--- config.mk ---
export PLATFORM = sky130hd
export DESIGN_NAME = cdg_gen
export DESIGN_NICKNAME = d
export VERILOG_FILES = /design/src/rtl/cdg_sync.v /design/src/rtl/cdg_tick.v /design/src/rtl/cdg_gen.v
export VERILOG_INCLUDE_DIRS = /design/src /design/src/rtl
export SDC_FILE = /design/constraint.sdc
export NUM_CORES = 1
export LEC_CHECK = 0
export BUFFER_PORTS_ARGS = -buffer_cell sky130_fd_sc_hd__buf_2
export CAP_MARGIN = 20
export CORE_AREA = 8 8 89 91
export CTS_CLUSTER_SIZE = 20
export DETAILED_ROUTE_END_ITERATION = 16
export DIE_AREA = 0 0 97 99
export GPL_TIMING_DRIVEN = 0
export PLACE_DENSITY = 0.75
export SYNTH_ARGS = -nofsm -noshare
export SYNTH_HDL_FRONTEND = slang
export SYNTH_SLANG_ARGS = --single-unit
--- constraint.sdc ---
create_clock -name clock -period 3.5 [get_ports clock]
set_clock_uncertainty 0.15 [all_clocks]
set_input_delay 0.7 -clock clock [delete_from_list [all_inputs] [get_ports clock]]
set_output_delay 0.7 -clock clock [all_outputs]
set_load 0.05 [all_outputs]
--- src/rtl/cdg_map.vh ---
/*
 * constants for the complementary dead-band generator: control field
 * widths, reset values and timing figures.
 * assumes a single 40 MHz system clock and no register bus.
 */
// Function
// - dead bands are timed from system clock or the 16 MHz internal oscillator.
// - clock select 1 picks internal oscillator, 0 picks system clock.
// - three-bit select picks one of eight input sources.
// - both drives are cleared right after module enable is set.
// - each output has an enable; clear leaves pin undriven.
// - module enable clear makes output enables and levels ineffective.
// - polarity bit set means active-high, clear means active-low.
// - override levels go to pins without polarity applied.
// - two independent 6-bit counters, one per input edge direction.
// - dead band counts clock periods from zero up to programmed value.
// - rising edge drops B at once, raises A after rising count.
// - falling edge drops A at once, raises B after falling count.
// - rising duration comes from the rising dead-band register, 0 to 64; the six-bit register here holds 0 to 63.
// - falling duration comes from the falling dead-band register, up to 64; the six-bit register here holds up to 63.
// - zero programmed means no dead time, output switches at the edge.
// - input returning early means waiting output never turns on.
// - edges may be asynchronous; dead-time error at most one clock period.
`ifndef CDG_MAP_VH
`define CDG_MAP_VH

`define CDG_DB_WIDTH        6
`define CDG_SEL_WIDTH       3
`define CDG_DB_RESET        6'h00
`define CDG_SYS_CLOCK_HZ    40000000
`define CDG_FAST_OSC_HZ     16000000
`define CDG_CLK_SEL_FAST    1'b1
`define CDG_CLK_SEL_SYS     1'b0
`define CDG_ACC_WIDTH       24
`define CDG_ACC_INC         24'h66_6666
`define CDG_DRV_ACT_A       2'h1
`define CDG_DRV_ACT_B       2'h2

`endif

--- src/rtl/cdg_sync.v ---
/*
 * two-flop synchroniser for a level arriving from another domain.
 * assumes one receiving clock; the first stage feeds only the second.
 */
module cdg_sync (
  input  wire clock,
  input  wire reset_n,
  input  wire level_in,
  output reg  level_out
);

  reg stage_one;

  // ****************************************
  // two-stage capture
  // ****************************************
  always @(posedge clock or negedge reset_n) begin
    if (!reset_n) begin
      stage_one <= 1'b0;
      level_out <= 1'b0;
    end else begin
      stage_one <= level_in;
      level_out <= stage_one;
    end
  end

endmodule // cdg_sync

--- src/rtl/cdg_tick.v ---
/*
 * fractional divider making a one-cycle enable at about 16 MHz from the
 * 40 MHz system clock, standing in for the internal fast oscillator.
 * assumes the system clock rate in the map header.
 */
`include "cdg_map.vh"

module cdg_tick (
  input  wire clock,
  input  wire reset_n,
  input  wire run,
  output reg  tick
);

  reg [`CDG_ACC_WIDTH-1:0] acc;
  wire [`CDG_ACC_WIDTH:0]  next_acc;

  // phase accumulator; carry out marks one fast-oscillator period
  assign next_acc = {1'b0, acc} + {1'b0, `CDG_ACC_INC};

  // ****************************************
  // accumulator and enable pulse
  // ****************************************
  always @(posedge clock or negedge reset_n) begin
    if (!reset_n) begin
      acc  <= {`CDG_ACC_WIDTH{1'b0}};
      tick <= 1'b0;
    end else if (!run) begin
      acc  <= {`CDG_ACC_WIDTH{1'b0}};
      tick <= 1'b0;
    end else begin
      acc  <= next_acc[`CDG_ACC_WIDTH-1:0];
      tick <= next_acc[`CDG_ACC_WIDTH];
    end
  end

endmodule // cdg_tick

--- src/rtl/cdg_gen.v ---
/*
 * complementary waveform generator with independent rising and falling
 * dead bands, input source select, polarity, pin enables and override.
 * assumes asynchronous source inputs and static control bits set by
 * software; the override levels and override-active come from shutdown
 * logic outside this block.
 * timing seen from a source pin: two cycles of synchroniser, edge compare
 * in the same cycle as the drive registers, then the pin registers.
 * with the system clock selected a dead band of n holds the waiting pin
 * off for n cycles; with the fast tick selected it holds it for n ticks,
 * give or take one tick, since the edge can land anywhere within a tick.
 * a dead-band value of 64 cannot be held in six bits; 63 is the largest.
 */
`include "cdg_map.vh"

module cdg_gen (
  input  wire                      clock,
  input  wire                      reset_n,
  input  wire                      module_enable,
  input  wire                      out_a_pin_enable,
  input  wire                      out_b_pin_enable,
  input  wire                      out_a_polarity,
  input  wire                      out_b_polarity,
  input  wire                      deadband_clock_select,
  input  wire [`CDG_SEL_WIDTH-1:0] input_source_select,
  input  wire [`CDG_DB_WIDTH-1:0]  rising_deadtime_reg,
  input  wire [`CDG_DB_WIDTH-1:0]  falling_deadtime_reg,
  input  wire                      comparator_one_sync_out,
  input  wire                      comparator_two_sync_out,
  input  wire                      pulse_gen_one_out,
  input  wire                      pulse_gen_two_out,
  input  wire                      pulse_gen_three_out,
  input  wire                      pulse_gen_four_out,
  input  wire                      numeric_oscillator_out,
  input  wire                      logic_cell_one_out,
  input  wire                      override_active,
  input  wire                      override_level_a,
  input  wire                      override_level_b,
  output reg                       primary_output,
  output reg                       primary_output_oe,
  output reg                       complement_output,
  output reg                       complement_output_oe,
  output wire [`CDG_DB_WIDTH-1:0]  deadband_count,
  output wire                      deadband_busy
);

  // states of the edge sequencer
  localparam ST_IDLE = 2'h0;
  localparam ST_RISE = 2'h1;
  localparam ST_FALL = 2'h2;

  // source select codes
  localparam SRC_CMP_ONE   = 3'h0;
  localparam SRC_CMP_TWO   = 3'h1;
  localparam SRC_PWM_ONE   = 3'h2;
  localparam SRC_PWM_TWO   = 3'h3;
  localparam SRC_PWM_THREE = 3'h4;
  localparam SRC_PWM_FOUR  = 3'h5;
  localparam SRC_NUM_OSC   = 3'h6;
  localparam SRC_LOGIC     = 3'h7;

  // ****************************************
  // internal state and decode
  // ****************************************
  // next_ values are the combinational targets of the clocked processes

  reg                      src_raw;
  wire                     src_sync;
  wire                     fast_tick;
  wire                     db_tick;
  reg                      src_prev;
  reg [1:0]                state;
  reg [1:0]                next_state;
  reg [`CDG_DB_WIDTH-1:0]  rise_cnt;
  reg [`CDG_DB_WIDTH-1:0]  fall_cnt;
  reg [`CDG_DB_WIDTH-1:0]  next_rise_cnt;
  reg [`CDG_DB_WIDTH-1:0]  next_fall_cnt;
  reg                      drv_a;
  reg                      drv_b;
  reg                      next_drv_a;
  reg                      next_drv_b;
  reg                      lvl_a;
  reg                      lvl_b;
  wire                     rise_edge;
  wire                     fall_edge;

  // ****************************************
  // input source selection
  // ****************************************
  // eight-way source mux
  always @* begin
    case (input_source_select)
      SRC_CMP_ONE:   src_raw = comparator_one_sync_out;
      SRC_CMP_TWO:   src_raw = comparator_two_sync_out;
      SRC_PWM_ONE:   src_raw = pulse_gen_one_out;
      SRC_PWM_TWO:   src_raw = pulse_gen_two_out;
      SRC_PWM_THREE: src_raw = pulse_gen_three_out;
      SRC_PWM_FOUR:  src_raw = pulse_gen_four_out;
      SRC_NUM_OSC:   src_raw = numeric_oscillator_out;
      SRC_LOGIC:     src_raw = logic_cell_one_out;
      default: src_raw = 1'b0;
    endcase
  end

  // source is asynchronous; two flops before any edge logic
  // the mux sits ahead of the synchroniser so one pair of flops serves
  // all eight sources; a select change while enabled may show as an edge,
  // so software changes the select only with the module disabled
  cdg_sync u_src_sync (
    .clock     (clock),
    .reset_n   (reset_n),
    .level_in  (src_raw),
    .level_out (src_sync)
  );

  // ****************************************
  // dead-band clock
  // ****************************************
  // fast oscillator enable, or every system clock cycle
  // the divider is held in reset while disabled, so the tick phase at
  // enable is fixed; the edge itself still lands anywhere in a tick,
  // which is the one-tick uncertainty of the dead band
  cdg_tick u_tick (
    .clock   (clock),
    .reset_n (reset_n),
    .run     (module_enable),
    .tick    (fast_tick)
  );

  assign db_tick = (deadband_clock_select == `CDG_CLK_SEL_FAST) ? fast_tick : 1'b1;

  // ****************************************
  // edge detection
  // ****************************************
  // previous level; cleared by module disable so a high first level is seen as an edge
  // a source already high at enable therefore starts a rising dead band,
  // matching a start from both drives cleared
  always @(posedge clock or negedge reset_n) begin
    if (!reset_n) begin
      src_prev <= 1'b0;
    end else if (!module_enable) begin
      src_prev <= 1'b0;
    end else begin
      src_prev <= src_sync;
    end
  end

  assign rise_edge = src_sync & ~src_prev;
  assign fall_edge = ~src_sync & src_prev;

  // ****************************************
  // dead-band sequencer
  // ****************************************
  // edge starts its own counter, aborts the other; count hits register
  // value to switch the waiting output on
  // the output being switched off drops in the edge cycle itself, so the
  // two drives never overlap; an abort clears both counters, which keeps
  // a short pulse from ever reaching the waiting output
  // completion compares count plus one so that a value of n gives n ticks
  // and the sum never wraps for the largest six-bit value
  always @* begin
    next_state    = state;
    next_rise_cnt = rise_cnt;
    next_fall_cnt = fall_cnt;
    next_drv_a    = drv_a;
    next_drv_b    = drv_b;
    if (rise_edge) begin
      next_drv_b    = 1'b0;
      next_fall_cnt = `CDG_DB_RESET;
      next_rise_cnt = `CDG_DB_RESET;
      if (rising_deadtime_reg == `CDG_DB_RESET) begin
        next_drv_a = 1'b1;
        next_state = ST_IDLE;
      end else begin
        next_drv_a = 1'b0;
        next_state = ST_RISE;
      end
    end else if (fall_edge) begin
      next_drv_a    = 1'b0;
      next_rise_cnt = `CDG_DB_RESET;
      next_fall_cnt = `CDG_DB_RESET;
      if (falling_deadtime_reg == `CDG_DB_RESET) begin
        next_drv_b = 1'b1;
        next_state = ST_IDLE;
      end else begin
        next_drv_b = 1'b0;
        next_state = ST_FALL;
      end
    end else begin
      case (state)
        ST_IDLE: begin
          next_state = ST_IDLE;
        end
        ST_RISE: begin
          if (db_tick) begin
            if (rise_cnt + 6'h01 >= rising_deadtime_reg) begin
              next_drv_a    = 1'b1;
              next_rise_cnt = `CDG_DB_RESET;
              next_state    = ST_IDLE;
            end else begin
              next_rise_cnt = rise_cnt + 6'h01;
            end
          end
        end
        ST_FALL: begin
          if (db_tick) begin
            if (fall_cnt + 6'h01 >= falling_deadtime_reg) begin
              next_drv_b    = 1'b1;
              next_fall_cnt = `CDG_DB_RESET;
              next_state    = ST_IDLE;
            end else begin
              next_fall_cnt = fall_cnt + 6'h01;
            end
          end
        end
        default: begin
          next_state = ST_IDLE;
        end
      endcase
    end
  end

  // sequencer registers; disable holds both drives cleared
  // disable acts as a functional reset, so enable always starts idle
  always @(posedge clock or negedge reset_n) begin
    if (!reset_n) begin
      state    <= ST_IDLE;
      rise_cnt <= `CDG_DB_RESET;
      fall_cnt <= `CDG_DB_RESET;
      drv_a    <= 1'b0;
      drv_b    <= 1'b0;
    end else if (!module_enable) begin
      state    <= ST_IDLE;
      rise_cnt <= `CDG_DB_RESET;
      fall_cnt <= `CDG_DB_RESET;
      drv_a    <= 1'b0;
      drv_b    <= 1'b0;
    end else begin
      state    <= next_state;
      rise_cnt <= next_rise_cnt;
      fall_cnt <= next_fall_cnt;
      drv_a    <= next_drv_a;
      drv_b    <= next_drv_b;
    end
  end

  // status view of the running counter; idle reads zero
  assign deadband_count = (state == ST_FALL) ? fall_cnt : rise_cnt;
  assign deadband_busy  = (state != ST_IDLE);

  // ****************************************
  // output stage
  // ****************************************
  // polarity on waveform only; override bypasses polarity
  // override levels reach the pin as given, so a shutdown level stays
  // valid whatever polarity software has chosen
  always @* begin
    if (override_active) begin
      lvl_a = override_level_a;
      lvl_b = override_level_b;
    end else begin
      lvl_a = out_a_polarity ? drv_a : ~drv_a;
      lvl_b = out_b_polarity ? drv_b : ~drv_b;
    end
  end

  // registered pin drive and enables
  // pins come from flops so no mux glitch reaches a gate driver;
  // while disabled both enable and level read zero
  always @(posedge clock or negedge reset_n) begin
    if (!reset_n) begin
      primary_output       <= 1'b0;
      complement_output    <= 1'b0;
      primary_output_oe    <= 1'b0;
      complement_output_oe <= 1'b0;
    end else begin
      primary_output       <= module_enable & lvl_a;
      complement_output    <= module_enable & lvl_b;
      primary_output_oe    <= module_enable & out_a_pin_enable;
      complement_output_oe <= module_enable & out_b_pin_enable;
    end
  end

endmodule // cdg_gen

==> metrics.md, run 1 <==
| Metric | Value |
|---|---|
| R2R Path Start | `fall_cnt[0]` |
| DRT Pass-1 Iters | `4` |
| Root buf cell | `clkbuf_8` |
| Async SR Flop Fraction | `100%` |
| CP Cell Sequence | `ha_1 > nand3_1 > xnor2_1 > ha_1 > a21o_1 > a211o_1 > a41oi_4 > o21ai_0 > o31ai_1` |
| H-tree depth | `2` |
| # nets final | `405` |
| Dpl cells | `426` |
| Seq/Total Area, Yosys | `42.1%` |
| Skew-Pair Late Insertion Delay | `0.31 ns` |
| Die width | `97 um` |
| Post-Syn Instances | `303` |
| # Post-CTS Setup Buffers | `0` |
| Clk sink count | `47` |
| Clock transition at the registers of the reported paths | `0.09 ns` |
| Num CTS Buffers | `5` |
| Crit path from | `fall_cnt[0]` |
| Final core area utilization | `49.3%` |
| Synth Register Bits | `47` |
| Max-cap viol count | `0` |
| DP Wirelength | `4620 um` |
| Critical Path Source Type | `register` |
| Max Buffers Root-to-Sink | `2` |
| Sequential share of power | `47.7%` |
| Buffers & Inverters on Critical Path | `0` |
| FP Rows | `30` |
| ANT nets after route | `0` |
| Critical path capture point type | `register` |
| Initial drt markers | `154` |
| Final instance area | `3240 um^2` |
| Total GRT Usage | `13.0%` |
| Largest stage delay, worst path | `0.45 ns` |
| Worst vdd ir | `0.000196 V` |
| Slew headroom | `57.1%` |
| Gate power share | `26.1%` |
| Initial Util | `42.6%` |
| Most frequent cells in the layout | `dfrtp_1, buf_2, nand2_1` |
| Initial antenna violation count | `0` |
| Switching power | `0.000463 W` |
| Post-synth EDFFs | `0` |
| Worst path slowest cell | `dfrtp_1` |
| Port bufs | `43` |
| First-pass GRT wire length | `10,600 um` |
| Required time worst endpoint | `3.56 ns` |
| Reg-to-Reg End | `drv_b` |
| Sw frac | `33.2%` |
| RSZ-0062 raised after global routing | `false` |
| Data arrival, critical path | `2.75 ns` |
| Synth-to-layout area growth | `15.7%` |
| Die Ht | `99 um` |
| Vias/cell | `5.24` |
| Post-Syn Area | `2800 um^2` |
| CP Class | `reg2reg` |
| Layout cells sized above 1 | `20.0%` |
| Largest net degree at the start of global routing | `48` |
| Hold-fix buffers, CTS | `0` |
| Slew @ Worst Pin | `0.640 ns` |
| CTS tree | `done` |
| WL per Instance | `14.0 um` |
| Static Leakage | `1.64 nW` |
| Top delay family on crit path | `compound AO/OA/AOI/OAI gates` |
| Most frequent CP cell | `ha_1` |
| Placer Congestion | `0.796` |
| Via count | `2,281` |
| Synth warn | `0` |
| # resized after CTS | `0` |
| Non-filler cells, final | `435` |
| Hold Crit Class | `in2async` |
| Worst Reg-to-Reg Cells | `9` |
| Cell internal pwr | `0.000932 W` |
| Primary FF master, synth | `dfrtp_1` |
| Commonest non-fill, non-tap cell in the layout | `dfrtp_1` |
| Final hold vios | `0` |
| Power density over the cells | `431 nW/um^2` |
| Period Utilization, post-route | `76.8%` |
| Drt drc | `0` |
| ANT cells | `0` |
| Fin Hold WS | `0.199 ns` |
| Final setup vio count | `0` |
| Fmax | `372 MHz` |
| Syn nets | `354` |
| Core area | `6570 um^2` |
| Sum of negative setup slack | `0 ns` |
| Average cell area after synthesis | `9.23 um^2` |
| Boundary Pins | `45` |
| Synth unique cells | `45` |
| WL final | `6090 um` |
| FF-to-FF setup slack | `0.81 ns` |
| Clock power frac | `26.3%` |
| Vias in the first global route | `2,316` |
| Slew Limit Fails | `0` |
| Post-DP Area | `3110 um^2` |
| Max Fanout on Critical Path | `9` |
| Final min period | `2.69 ns` |
| Die area | `9600 um^2` |
| GR Overflow Total | `0` |
| Outcome | `complete, no violations` |
==> synthesized netlist by cell type (3+ instances only) <==
| library cell | number | share of area [%] |
|---|---|---|
| nand3_1 | 14 | 2.5 |
| dfrtp_1 | 47 | 42 |
| xnor2_1 | 9 | 2.8 |
| nand2b_1 | 9 | 2.0 |
| and2_1 | 4 | 0.89 |
| nor2_1 | 29 | 3.9 |
| a21oi_1 | 16 | 2.9 |
| o21ai_2 | 4 | 1.3 |
| clkbuf_1 | 5 | 0.67 |
| nand2_1 | 38 | 5.1 |
| mux2_2 | 7 | 2.8 |
| nor3b_1 | 3 | 0.81 |
| nor2b_1 | 3 | 0.67 |
| a21o_1 | 6 | 1.6 |
| nor3_1 | 5 | 0.89 |
| o21ai_0 | 14 | 2.5 |
| o31ai_1 | 5 | 1.3 |
| inv_1 | 21 | 2.8 |
| ha_1 | 17 | 7.6 |
| a31oi_1 | 3 | 0.67 |
| xor2_1 | 10 | 3.1 |
==> through the flow <==
stage               setup WS (ns)  total power (W)
detailed placement          0.848          0.00104
global route                0.627          0.00149
global placement            0.900          0.00102
CTS                         0.809          0.00140
finish                      0.811          0.00140
floorplan                    1.15         0.000929
==> state kept, by name, indices dropped and copies added (netlist names) <==
signal / count
u_tick.acc: 23
fall_cnt: 6
rise_cnt: 6
state: 2
complement_output: 1
complement_output_oe: 1
drv_a: 1
drv_b: 1
primary_output: 1
primary_output_oe: 1
src_prev: 1
u_src_sync.level_out: 1
u_src_sync.stage_one: 1
u_tick.tick: 1
==> cell families (layout without fill, tap and decap cells) <==
| logic type | count (synthesis) | count (layout) | share of synthesized area (%) |
|---|---|---|---|
| simple gates | 118 | 118 | 20.0 |
| compound gates | 63 | 63 | 15.0 |
| flops | 47 | 47 | 42.1 |
| buf+inv | 28 | 80 | 4.16 |
| xor+xnor | 19 | 19 | 5.95 |
| fa+ha+maj | 17 | 17 | 7.61 |
| mux | 11 | 11 | 5.15 |
==> how the worst max path moves through the flow <==
stage,end,slack (ns),depth (start not counted)
floorplan,drv_b,1.15,9
global placement,drv_b,0.90,9
detailed placement,fall_cnt[5],0.85,9
CTS,drv_b,0.81,9
global route,drv_b,0.63,9
finish,drv_b,0.81,9
==> per-layer routing <==
layer / part of all wire [%] / global-route usage [%] / wire (um) / up-vias
met3: 4.5 / 3.71 / 272 / 6
met4: 1.0 / 3.55 / 63 / 0
met2: 52 / 23.9 / 3140 / 28
met5: 0 / 0 / 0 / -
li1: - / - / - / 1151
met1: 43 / 14.3 / 2610 / 1096
==> power groups by stage <==
| stage | combinational, W | clock [W] | sequential (W) |
|---|---|---|---|
| 6_report | 0.000364 | 0.000367 | 0.000665 |
| 5_1_grt | 0.000414 | 0.000400 | 0.000675 |
| 4_1_cts | 0.000366 | 0.000375 | 0.000664 |
| 3_5_place_dp | 0.000364 | 0 | 0.000675 |
| 3_3_place_gp | 0.000351 | 0 | 0.000672 |
| 2_1_floorplan | 0.000257 | 0 | 0.000673 |
==> layout make-up <==
cell class,count,area [um^2]
Multi-Input combinational cell,228,1500
Clock inverter,1,7.51
Timing Repair Buffer,44,235
Sequential cell,47,1180
Buffer,7,37.5
Inverter,21,78.8
Fill cell,619,3330
Clock buffer,7,96.3
Tap cell,80,100
No activity file was read; power rests on OpenSTA's default activity.
==> run 2: changes to the inputs <==
--- a/config.mk
+++ b/config.mk
@@ -6,14 +6,15 @@
 export SDC_FILE = /design/constraint.sdc
 export NUM_CORES = 1
 export LEC_CHECK = 0
+export ABC_AREA = 1
 export BUFFER_PORTS_ARGS = -buffer_cell sky130_fd_sc_hd__buf_2
 export CAP_MARGIN = 20
-export CORE_AREA = 8 8 89 91
+export CORE_AREA = 8 8 93 95
 export CTS_CLUSTER_SIZE = 20
 export DETAILED_ROUTE_END_ITERATION = 16
-export DIE_AREA = 0 0 97 99
+export DIE_AREA = 0 0 101 103
 export GPL_TIMING_DRIVEN = 0
-export PLACE_DENSITY = 0.75
+export PLACE_DENSITY = 0.74
 export SYNTH_ARGS = -nofsm -noshare
 export SYNTH_HDL_FRONTEND = slang
 export SYNTH_SLANG_ARGS = --single-unit
==> constraint.sdc (replaced) <==
create_clock -name clock -period 2.7 [get_ports clock]
set_clock_uncertainty 0.15 [all_clocks]
set_input_delay 0.54 -clock clock [delete_from_list [all_inputs] [get_ports clock]]
set_output_delay 0.54 -clock clock [all_outputs]
set_load 0.05 [all_outputs]
==> metrics.md, run 2 <==
| Metric | Value |
|---|---|
| Worst vdd ir | `0.000184 V (-5.9%)` |
| Period Utilization, post-route | `88.9%` |
| Synth warn | `0 (unchanged)` |
| Placer Congestion | `0.894 (+12%)` |
| First-pass GRT wire length | `12,000 um (+13%)` |
| Sw frac | `34.5% (+1.3 points)` |
| # Post-CTS Setup Buffers | `0 (unchanged)` |
| Required time worst endpoint | `2.01 ns (-1.55 ns)` |
| RSZ-0062 raised after global routing | `false` |
| # nets final | `544 (+34%)` |
| Slew headroom | `72.1% (+15 points)` |
| Initial Util | `43.4% (+0.78 points)` |
| H-tree depth | `2 (unchanged)` |
| R2R Path Start | `fall_cnt[0]` |
| Synth top area cells | `dfrtp_1, nand2_1, inv_1` |
| Static Leakage | `1.97 nW (+20%)` |
| Post-Syn Area | `3090 um^2 (+11%)` |
| Switching power | `0.000644 W (+39%)` |
| Clock transition at the registers of the reported paths | `0.10 ns (about the same)` |
| Synth cell count leaders | `nand2_1, inv_1, dfrtp_1` |
| Layout cells sized above 1 | `13.8% (-6.2 points)` |
| Vias/cell | `4.84 (-7.7%)` |
| Clk sink count | `47 (unchanged)` |
| ANT cells | `0 (unchanged)` |
| Sum of negative setup slack | `0 ns (unchanged)` |
| CTS tree | `done` |
| Port bufs | `43 (unchanged)` |
| Die Ht | `103 um (+4.0%)` |
| Hold Crit Class | `in2async` |
| Slew @ Worst Pin | `0.419 ns (-0.221 ns)` |
| Most flops, register | `u_tick.acc` |
| WL per Instance | `11.4 um (-19%)` |
| Post-DP Area | `3430 um^2 (+10%)` |
| Cell internal pwr | `0.00122 W (+31%)` |
| Async SR Flop Fraction | `100% (unchanged)` |
| Regs by FF count | `u_tick.acc: 23 flops, fall_cnt: 6 flops, rise_cnt: 6 flops` |
| Number of flip-flops in the largest register | `23 (unchanged)` |
| Data arrival, critical path | `1.71 ns (-1.04 ns)` |
| Seq/Total Area, Yosys | `38.0% (-4.0 points)` |
| Post-synth EDFFs | `0 (unchanged)` |
| Slew Limit Fails | `0 (unchanged)` |
| Top-count cell post-synth | `nand2_1` |
| Synth-to-layout area growth | `15.3%` |
| Root buf cell | `clkbuf_8` |
| Synth unique cells | `31 (-31%)` |
| Synth Register Bits | `47 (unchanged)` |
| # resized after CTS | `0 (unchanged)` |
| Primary FF master, synth | `dfrtp_1` |
| Hold-fix buffers, CTS | `0 (unchanged)` |
| Reg-to-Reg End | `fall_cnt[0]` |
| FF-to-FF setup slack | `0.38 ns (-0.43 ns)` |
| Critical path capture point type | `primary output` |
| Die width | `101 um (+4.1%)` |
| Syn nets | `493 (+39%)` |
| Fmax | `417 MHz` |
| Final setup vio count | `0 (unchanged)` |
| Power density over the cells | `523 nW/um^2 (+21%)` |
| Yosys top cell area share | `38.0% (-4.0 points)` |
| Sequential share of power | `45.4% (-2.3 points)` |
| Skew-Pair Late Insertion Delay | `0.31 ns (about the same)` |
| Area leader, netlist | `dfrtp_1` |
| Post-Syn Instances | `442 (+46%)` |
| Num CTS Buffers | `5 (unchanged)` |
| Via count | `2,870 (+26%)` |
| Drt drc | `0 (unchanged)` |
| Final min period | `2.40 ns` |
| GR Overflow Total | `0 (unchanged)` |
| Most frequent cells in the layout | `nand2_1, inv_1, dfrtp_1` |
| Largest net degree at the start of global routing | `48 (unchanged)` |
| Final hold vios | `0 (unchanged)` |
| DRT Pass-1 Iters | `4 (unchanged)` |
| Initial drt markers | `169 (+9.7%)` |
| Total GRT Usage | `13.9% (+0.88 points)` |
| Final instance area | `3570 um^2 (+10%)` |
| Worst Reg-to-Reg Cells | `10 (+1)` |
| Vias in the first global route | `2,814 (+22%)` |
| Initial antenna violation count | `0 (unchanged)` |
| WL final | `6740 um (+11%)` |
| Average cell area after synthesis | `7.00 um^2 (-24%)` |
| Core area | `7140 um^2 (+8.6%)` |
| Die area | `10,400 um^2 (+8.3%)` |
| Max Fanout on Critical Path | `10 (+1)` |
| Outcome | `complete, no violations` |
| CP Class | `reg2out` |
| Clock power frac | `28.6% (+2.3 points)` |
| Commonest non-fill, non-tap cell in the layout | `nand2_1` |
| Boundary Pins | `45 (unchanged)` |
| ANT nets after route | `0 (unchanged)` |
| FP Rows | `31 (+3.3%)` |
| Max-cap viol count | `0 (unchanged)` |
| Max Buffers Root-to-Sink | `2 (unchanged)` |
| Gate power share | `26.0% (about the same)` |
| DP Wirelength | `5370 um (+16%)` |
| Critical Path Source Type | `register` |
## run 2: cell families after synthesis
group | synth area share (%)
fa+ha+maj | 6.87
simple gates | 28.2
flops | 38.0
buf+inv | 10.8
xor+xnor | 3.11
compound gates | 12.9
## run 2: per-stage QoR
step / worst slack, ns / hold WS (ns) / utilization (%) / power, W / std cells
CTS: 0.274 / 0.208 / 49.7 / 0.00188 / 592
floorplan: 0.237 / 0.0944 / - / 0.00120 / 442
global placement: 0.559 / 0.184 / 48.1 / 0.00133 / 584
global route: 0.128 / 0.0211 / 50.0 / 0.00200 / 593
detailed placement: 0.436 / 0.187 / 48.1 / 0.00134 / 584
finish: 0.299 / 0.00306 / 50.0 / 0.00187 / 593
## run 2: power groups by stage
stage               Combinational [W]  Sequential, W  Clock [W]
CTS                          0.000486       0.000847   0.000547
detailed placement           0.000483       0.000860          0
global placement             0.000469       0.000858          0
finish                       0.000486       0.000847   0.000534
global route                 0.000564       0.000860   0.000576
floorplan                    0.000341       0.000859          0
## run 2: worst max-delay path by stage
stage                      from  cells after the start  slack (ns)                 to
floorplan              state[1]                      4        0.24  deadband_count[0]
global placement    fall_cnt[0]                     10        0.56        fall_cnt[3]
detailed placement  fall_cnt[0]                     10        0.44        fall_cnt[0]
CTS                    state[1]                      6        0.27  deadband_count[2]
global route        fall_cnt[0]                     10        0.13        fall_cnt[0]
finish                 state[1]                      6        0.30  deadband_count[2]
## run 2: routing by layer
metal	routed length, um	up-vias	global-route usage [%]
met5	0	-	0
met4	104	0	4.58
met3	352	7	2.70
met2	3020	70	23.1
met1	3270	1299	17.8
li1	-	1494	-
## run 2: layout make-up
class / instances / area [um^2]
repair buffers: 44 / 235
clock buffers: 5 / 68.8
clock inverters: 3 / 46.3
plain buffers: 4 / 28.8
multi-input cells: 310 / 1580
inverters: 81 / 307
well taps: 99 / 124
fillers: 734 / 3570
flip-flops and latches: 47 / 1180
## run 2: critical path, cell delays in order (launching register included)
cell,delay [ns]
dfrtp_1,0.38
inv_1,0.06
nor2_1,0.20
clkbuf_1,0.30
nand2_1,0.08
o21ai_0,0.09
buf_2,0.29
==> run 3: changes to the inputs <==
==> constraint.sdc (replaced) <==
create_clock -name clock -period 2.7 [get_ports clock]
set_clock_uncertainty 0.15 [all_clocks]
set_input_delay 0.27 -clock clock [delete_from_list [all_inputs] [get_ports clock]]
set_output_delay 0.27 -clock clock [all_outputs]
set_load 0.05 [all_outputs]
==> metrics.md, run 3 (synthesized netlist as in run 2, its figures left out) <==
| Metric | Value |
|---|---|
| Number of flip-flops in the largest register | `23 (unchanged)` |
| Skew-Pair Late Insertion Delay | `0.31 ns (about the same)` |
| Die area | `10,400 um^2 (unchanged)` |
| Power density over the cells | `521 nW/um^2 (-0.41%)` |
| DRT Pass-1 Iters | `4 (unchanged)` |
| ANT cells | `0 (unchanged)` |
| Max Fanout on Critical Path | `6 (-4)` |
| Most frequent cells in the layout | `nand2_1, inv_1, dfrtp_1` |
| Required time worst endpoint | `2.77 ns (+0.76 ns)` |
| Slew @ Worst Pin | `0.418 ns (-0.000989 ns)` |
| Dpl cells | `584 (unchanged)` |
| Slew headroom | `72.1% (about the same)` |
| Period Utilization, post-route | `86.4% (-2.5 points)` |
| Critical Path Source Type | `register` |
| Largest net degree at the start of global routing | `48 (unchanged)` |
| Sequential share of power | `45.3% (about the same)` |
| Register area | `1180 um^2 (unchanged)` |
| Hold Crit Class | `in2reg` |
| Static Leakage | `1.97 nW (+0.42%)` |
| Sw frac | `34.5% (about the same)` |
| Initial Util | `43.4% (unchanged)` |
| Non-filler cells, final | `595 (+0.34%)` |
| Boundary Pins | `45 (unchanged)` |
| Via count | `2,875 (+0.17%)` |
| WHS Endpoint | `complement_output_oe` |
| WL final | `6770 um (+0.37%)` |
| # fillers | `735 (+0.14%)` |
| Final min period | `2.33 ns (-0.0683 ns)` |
| Root buf cell | `clkbuf_8` |
| Clock power frac | `28.6% (about the same)` |
| Max-cap viol count | `0 (unchanged)` |
| Port bufs | `43 (unchanged)` |
| Data arrival, critical path | `2.40 ns (+0.69 ns)` |
| DP Wirelength | `5370 um (unchanged)` |
| Initial antenna violation count | `0 (unchanged)` |
| Final hold vios | `0 (unchanged)` |
| Gate power share | `26.1% (about the same)` |
| Layout cells sized above 1 | `13.7% (-0.056 points)` |
| Die Ht | `103 um (unchanged)` |
| Area of the multi-input gates | `1580 um^2 (unchanged)` |
| Slew Limit Fails | `0 (unchanged)` |
| First-pass GRT wire length | `12,000 um (+0.12%)` |
| Fin Hold WS | `0.00823 ns (+0.00517 ns)` |
| Vias in the first global route | `2,813 (-0.036%)` |
| # nets final | `546 (+0.37%)` |
| Worst Reg-to-Reg Cells | `10 (unchanged)` |
| GR Overflow Total | `0 (unchanged)` |
| Die width | `101 um (unchanged)` |
| Min-Delay Path Depth | `3` |
| CTS tree | `done` |
| Worst vdd ir | `0.000184 V (about the same)` |
| Drt drc | `0 (unchanged)` |
| Fmax | `429 MHz (+2.9%)` |
| Synth-to-layout area growth | `16.0%` |
| Commonest non-fill, non-tap cell in the layout | `nand2_1` |
| Placer Congestion | `0.894 (unchanged)` |
| Regs by FF count | `u_tick.acc: 23 flops, fall_cnt: 6 flops, rise_cnt: 6 flops` |
| Clk sink count | `47 (unchanged)` |
| Initial drt markers | `176 (+4.1%)` |
| ANT nets after route | `0 (unchanged)` |
| Final setup vio count | `0 (unchanged)` |
| CP Class | `reg2reg` |
| Sum of negative setup slack | `0 ns (unchanged)` |
| Hold Startpoint | `out_b_pin_enable` |
| H-tree depth | `2 (unchanged)` |
| Outcome | `complete, no violations` |
| Total GRT Usage | `13.9% (+0.014 points)` |
| Switching power | `0.000645 W (+0.15%)` |
| Critical path capture point type | `register` |
| Cell internal pwr | `0.00122 W (+0.15%)` |
| FP Rows | `31 (unchanged)` |
| Max Buffers Root-to-Sink | `2 (unchanged)` |
| RSZ-0062 raised after global routing | `false` |
| FF-to-FF setup slack | `0.37 ns (about the same)` |
| Reg-to-Reg End | `fall_cnt[0]` |
| Core area | `7140 um^2 (unchanged)` |
| Vias/cell | `4.83 (-0.16%)` |
| R2R Path Start | `fall_cnt[0]` |
| WL per Instance | `11.4 um (about the same)` |
| Most flops, register | `u_tick.acc` |
| Final core area utilization | `50.3% (+0.28 points)` |
| Num CTS Buffers | `5 (unchanged)` |
| Clock transition at the registers of the reported paths | `0.09 ns (about the same)` |
run 3: cell types whose count changed in the layout (fill, tap and decap cells not counted):
cell	change
dlygate4sd3_1	+2
run 3: power by group through the flow:
| stage | combinational [W] | clock [W] | sequential [W] |
|---|---|---|---|
| CTS | 0.000487 | 0.000547 | 0.000847 |
| global route | 0.000566 | 0.000576 | 0.000860 |
| global placement | 0.000469 | 0 | 0.000858 |
| detailed placement | 0.000483 | 0 | 0.000860 |
| finish | 0.000488 | 0.000534 | 0.000847 |
| floorplan | 0.000341 | 0 | 0.000859 |
run 3: worst max-delay path by stage:
stage,startpoint,end
after floorplan,state[1],deadband_count[0]
after global placement,fall_cnt[0],fall_cnt[3]
after detailed placement,fall_cnt[0],fall_cnt[0]
after CTS,fall_cnt[0],fall_cnt[0]
after global routing,fall_cnt[0],fall_cnt[0]
final,fall_cnt[0],fall_cnt[0]
run 3: cell type report:
class | instances | share of cell area, %
Multi-Input combinational cell | 310 | 44.1
Sequential cell | 47 | 32.8
Inverter | 81 | 8.54
Timing Repair Buffer | 46 | 7.11
Tap cell | 99 | 3.45
Clock buffer | 5 | 1.92
Clock inverter | 3 | 1.29
Buffer | 4 | 0.802
run 3: layer usage:
layer / up-vias / GRT usage, % / share of wire (%)
met5: - / 0 / 0
met4: 0 / 4.58 / 1.5
met3: 7 / 2.77 / 5.2
met2: 68 / 23.2 / 45
met1: 1302 / 17.7 / 49
li1: 1498 / - / -
run 3: stage by stage:
step,total power (W),cell area [um^2],setup slack (ns)
after detailed placement,0.00134,3430,0.436
after global placement,0.00133,3430,0.559
after global routing,0.00200,3590,0.128
after floorplan,0.00120,3090,0.507
after CTS,0.00188,3560,0.407
final,0.00187,3590,0.368
run 3: timing repair:
action                     in CTS  in global routing
hold buffers                    1                  1
resized for setup               0                  0
hold endpoints to repair        1                 17
setup buffers                   0                  0
setup endpoints to repair       0                  0
run 3: critical path: stages (launching register included):
cell	delay [ns]
dfrtp_1	0.47
nand3_1	0.15
nor3_1	0.23
xor2_1	0.23
ha_1	0.28
a21oi_1	0.17
and2_1	0.17
nand2_2	0.09
nor2_4	0.16
nand2_1	0.06
o21ai_0	0.08
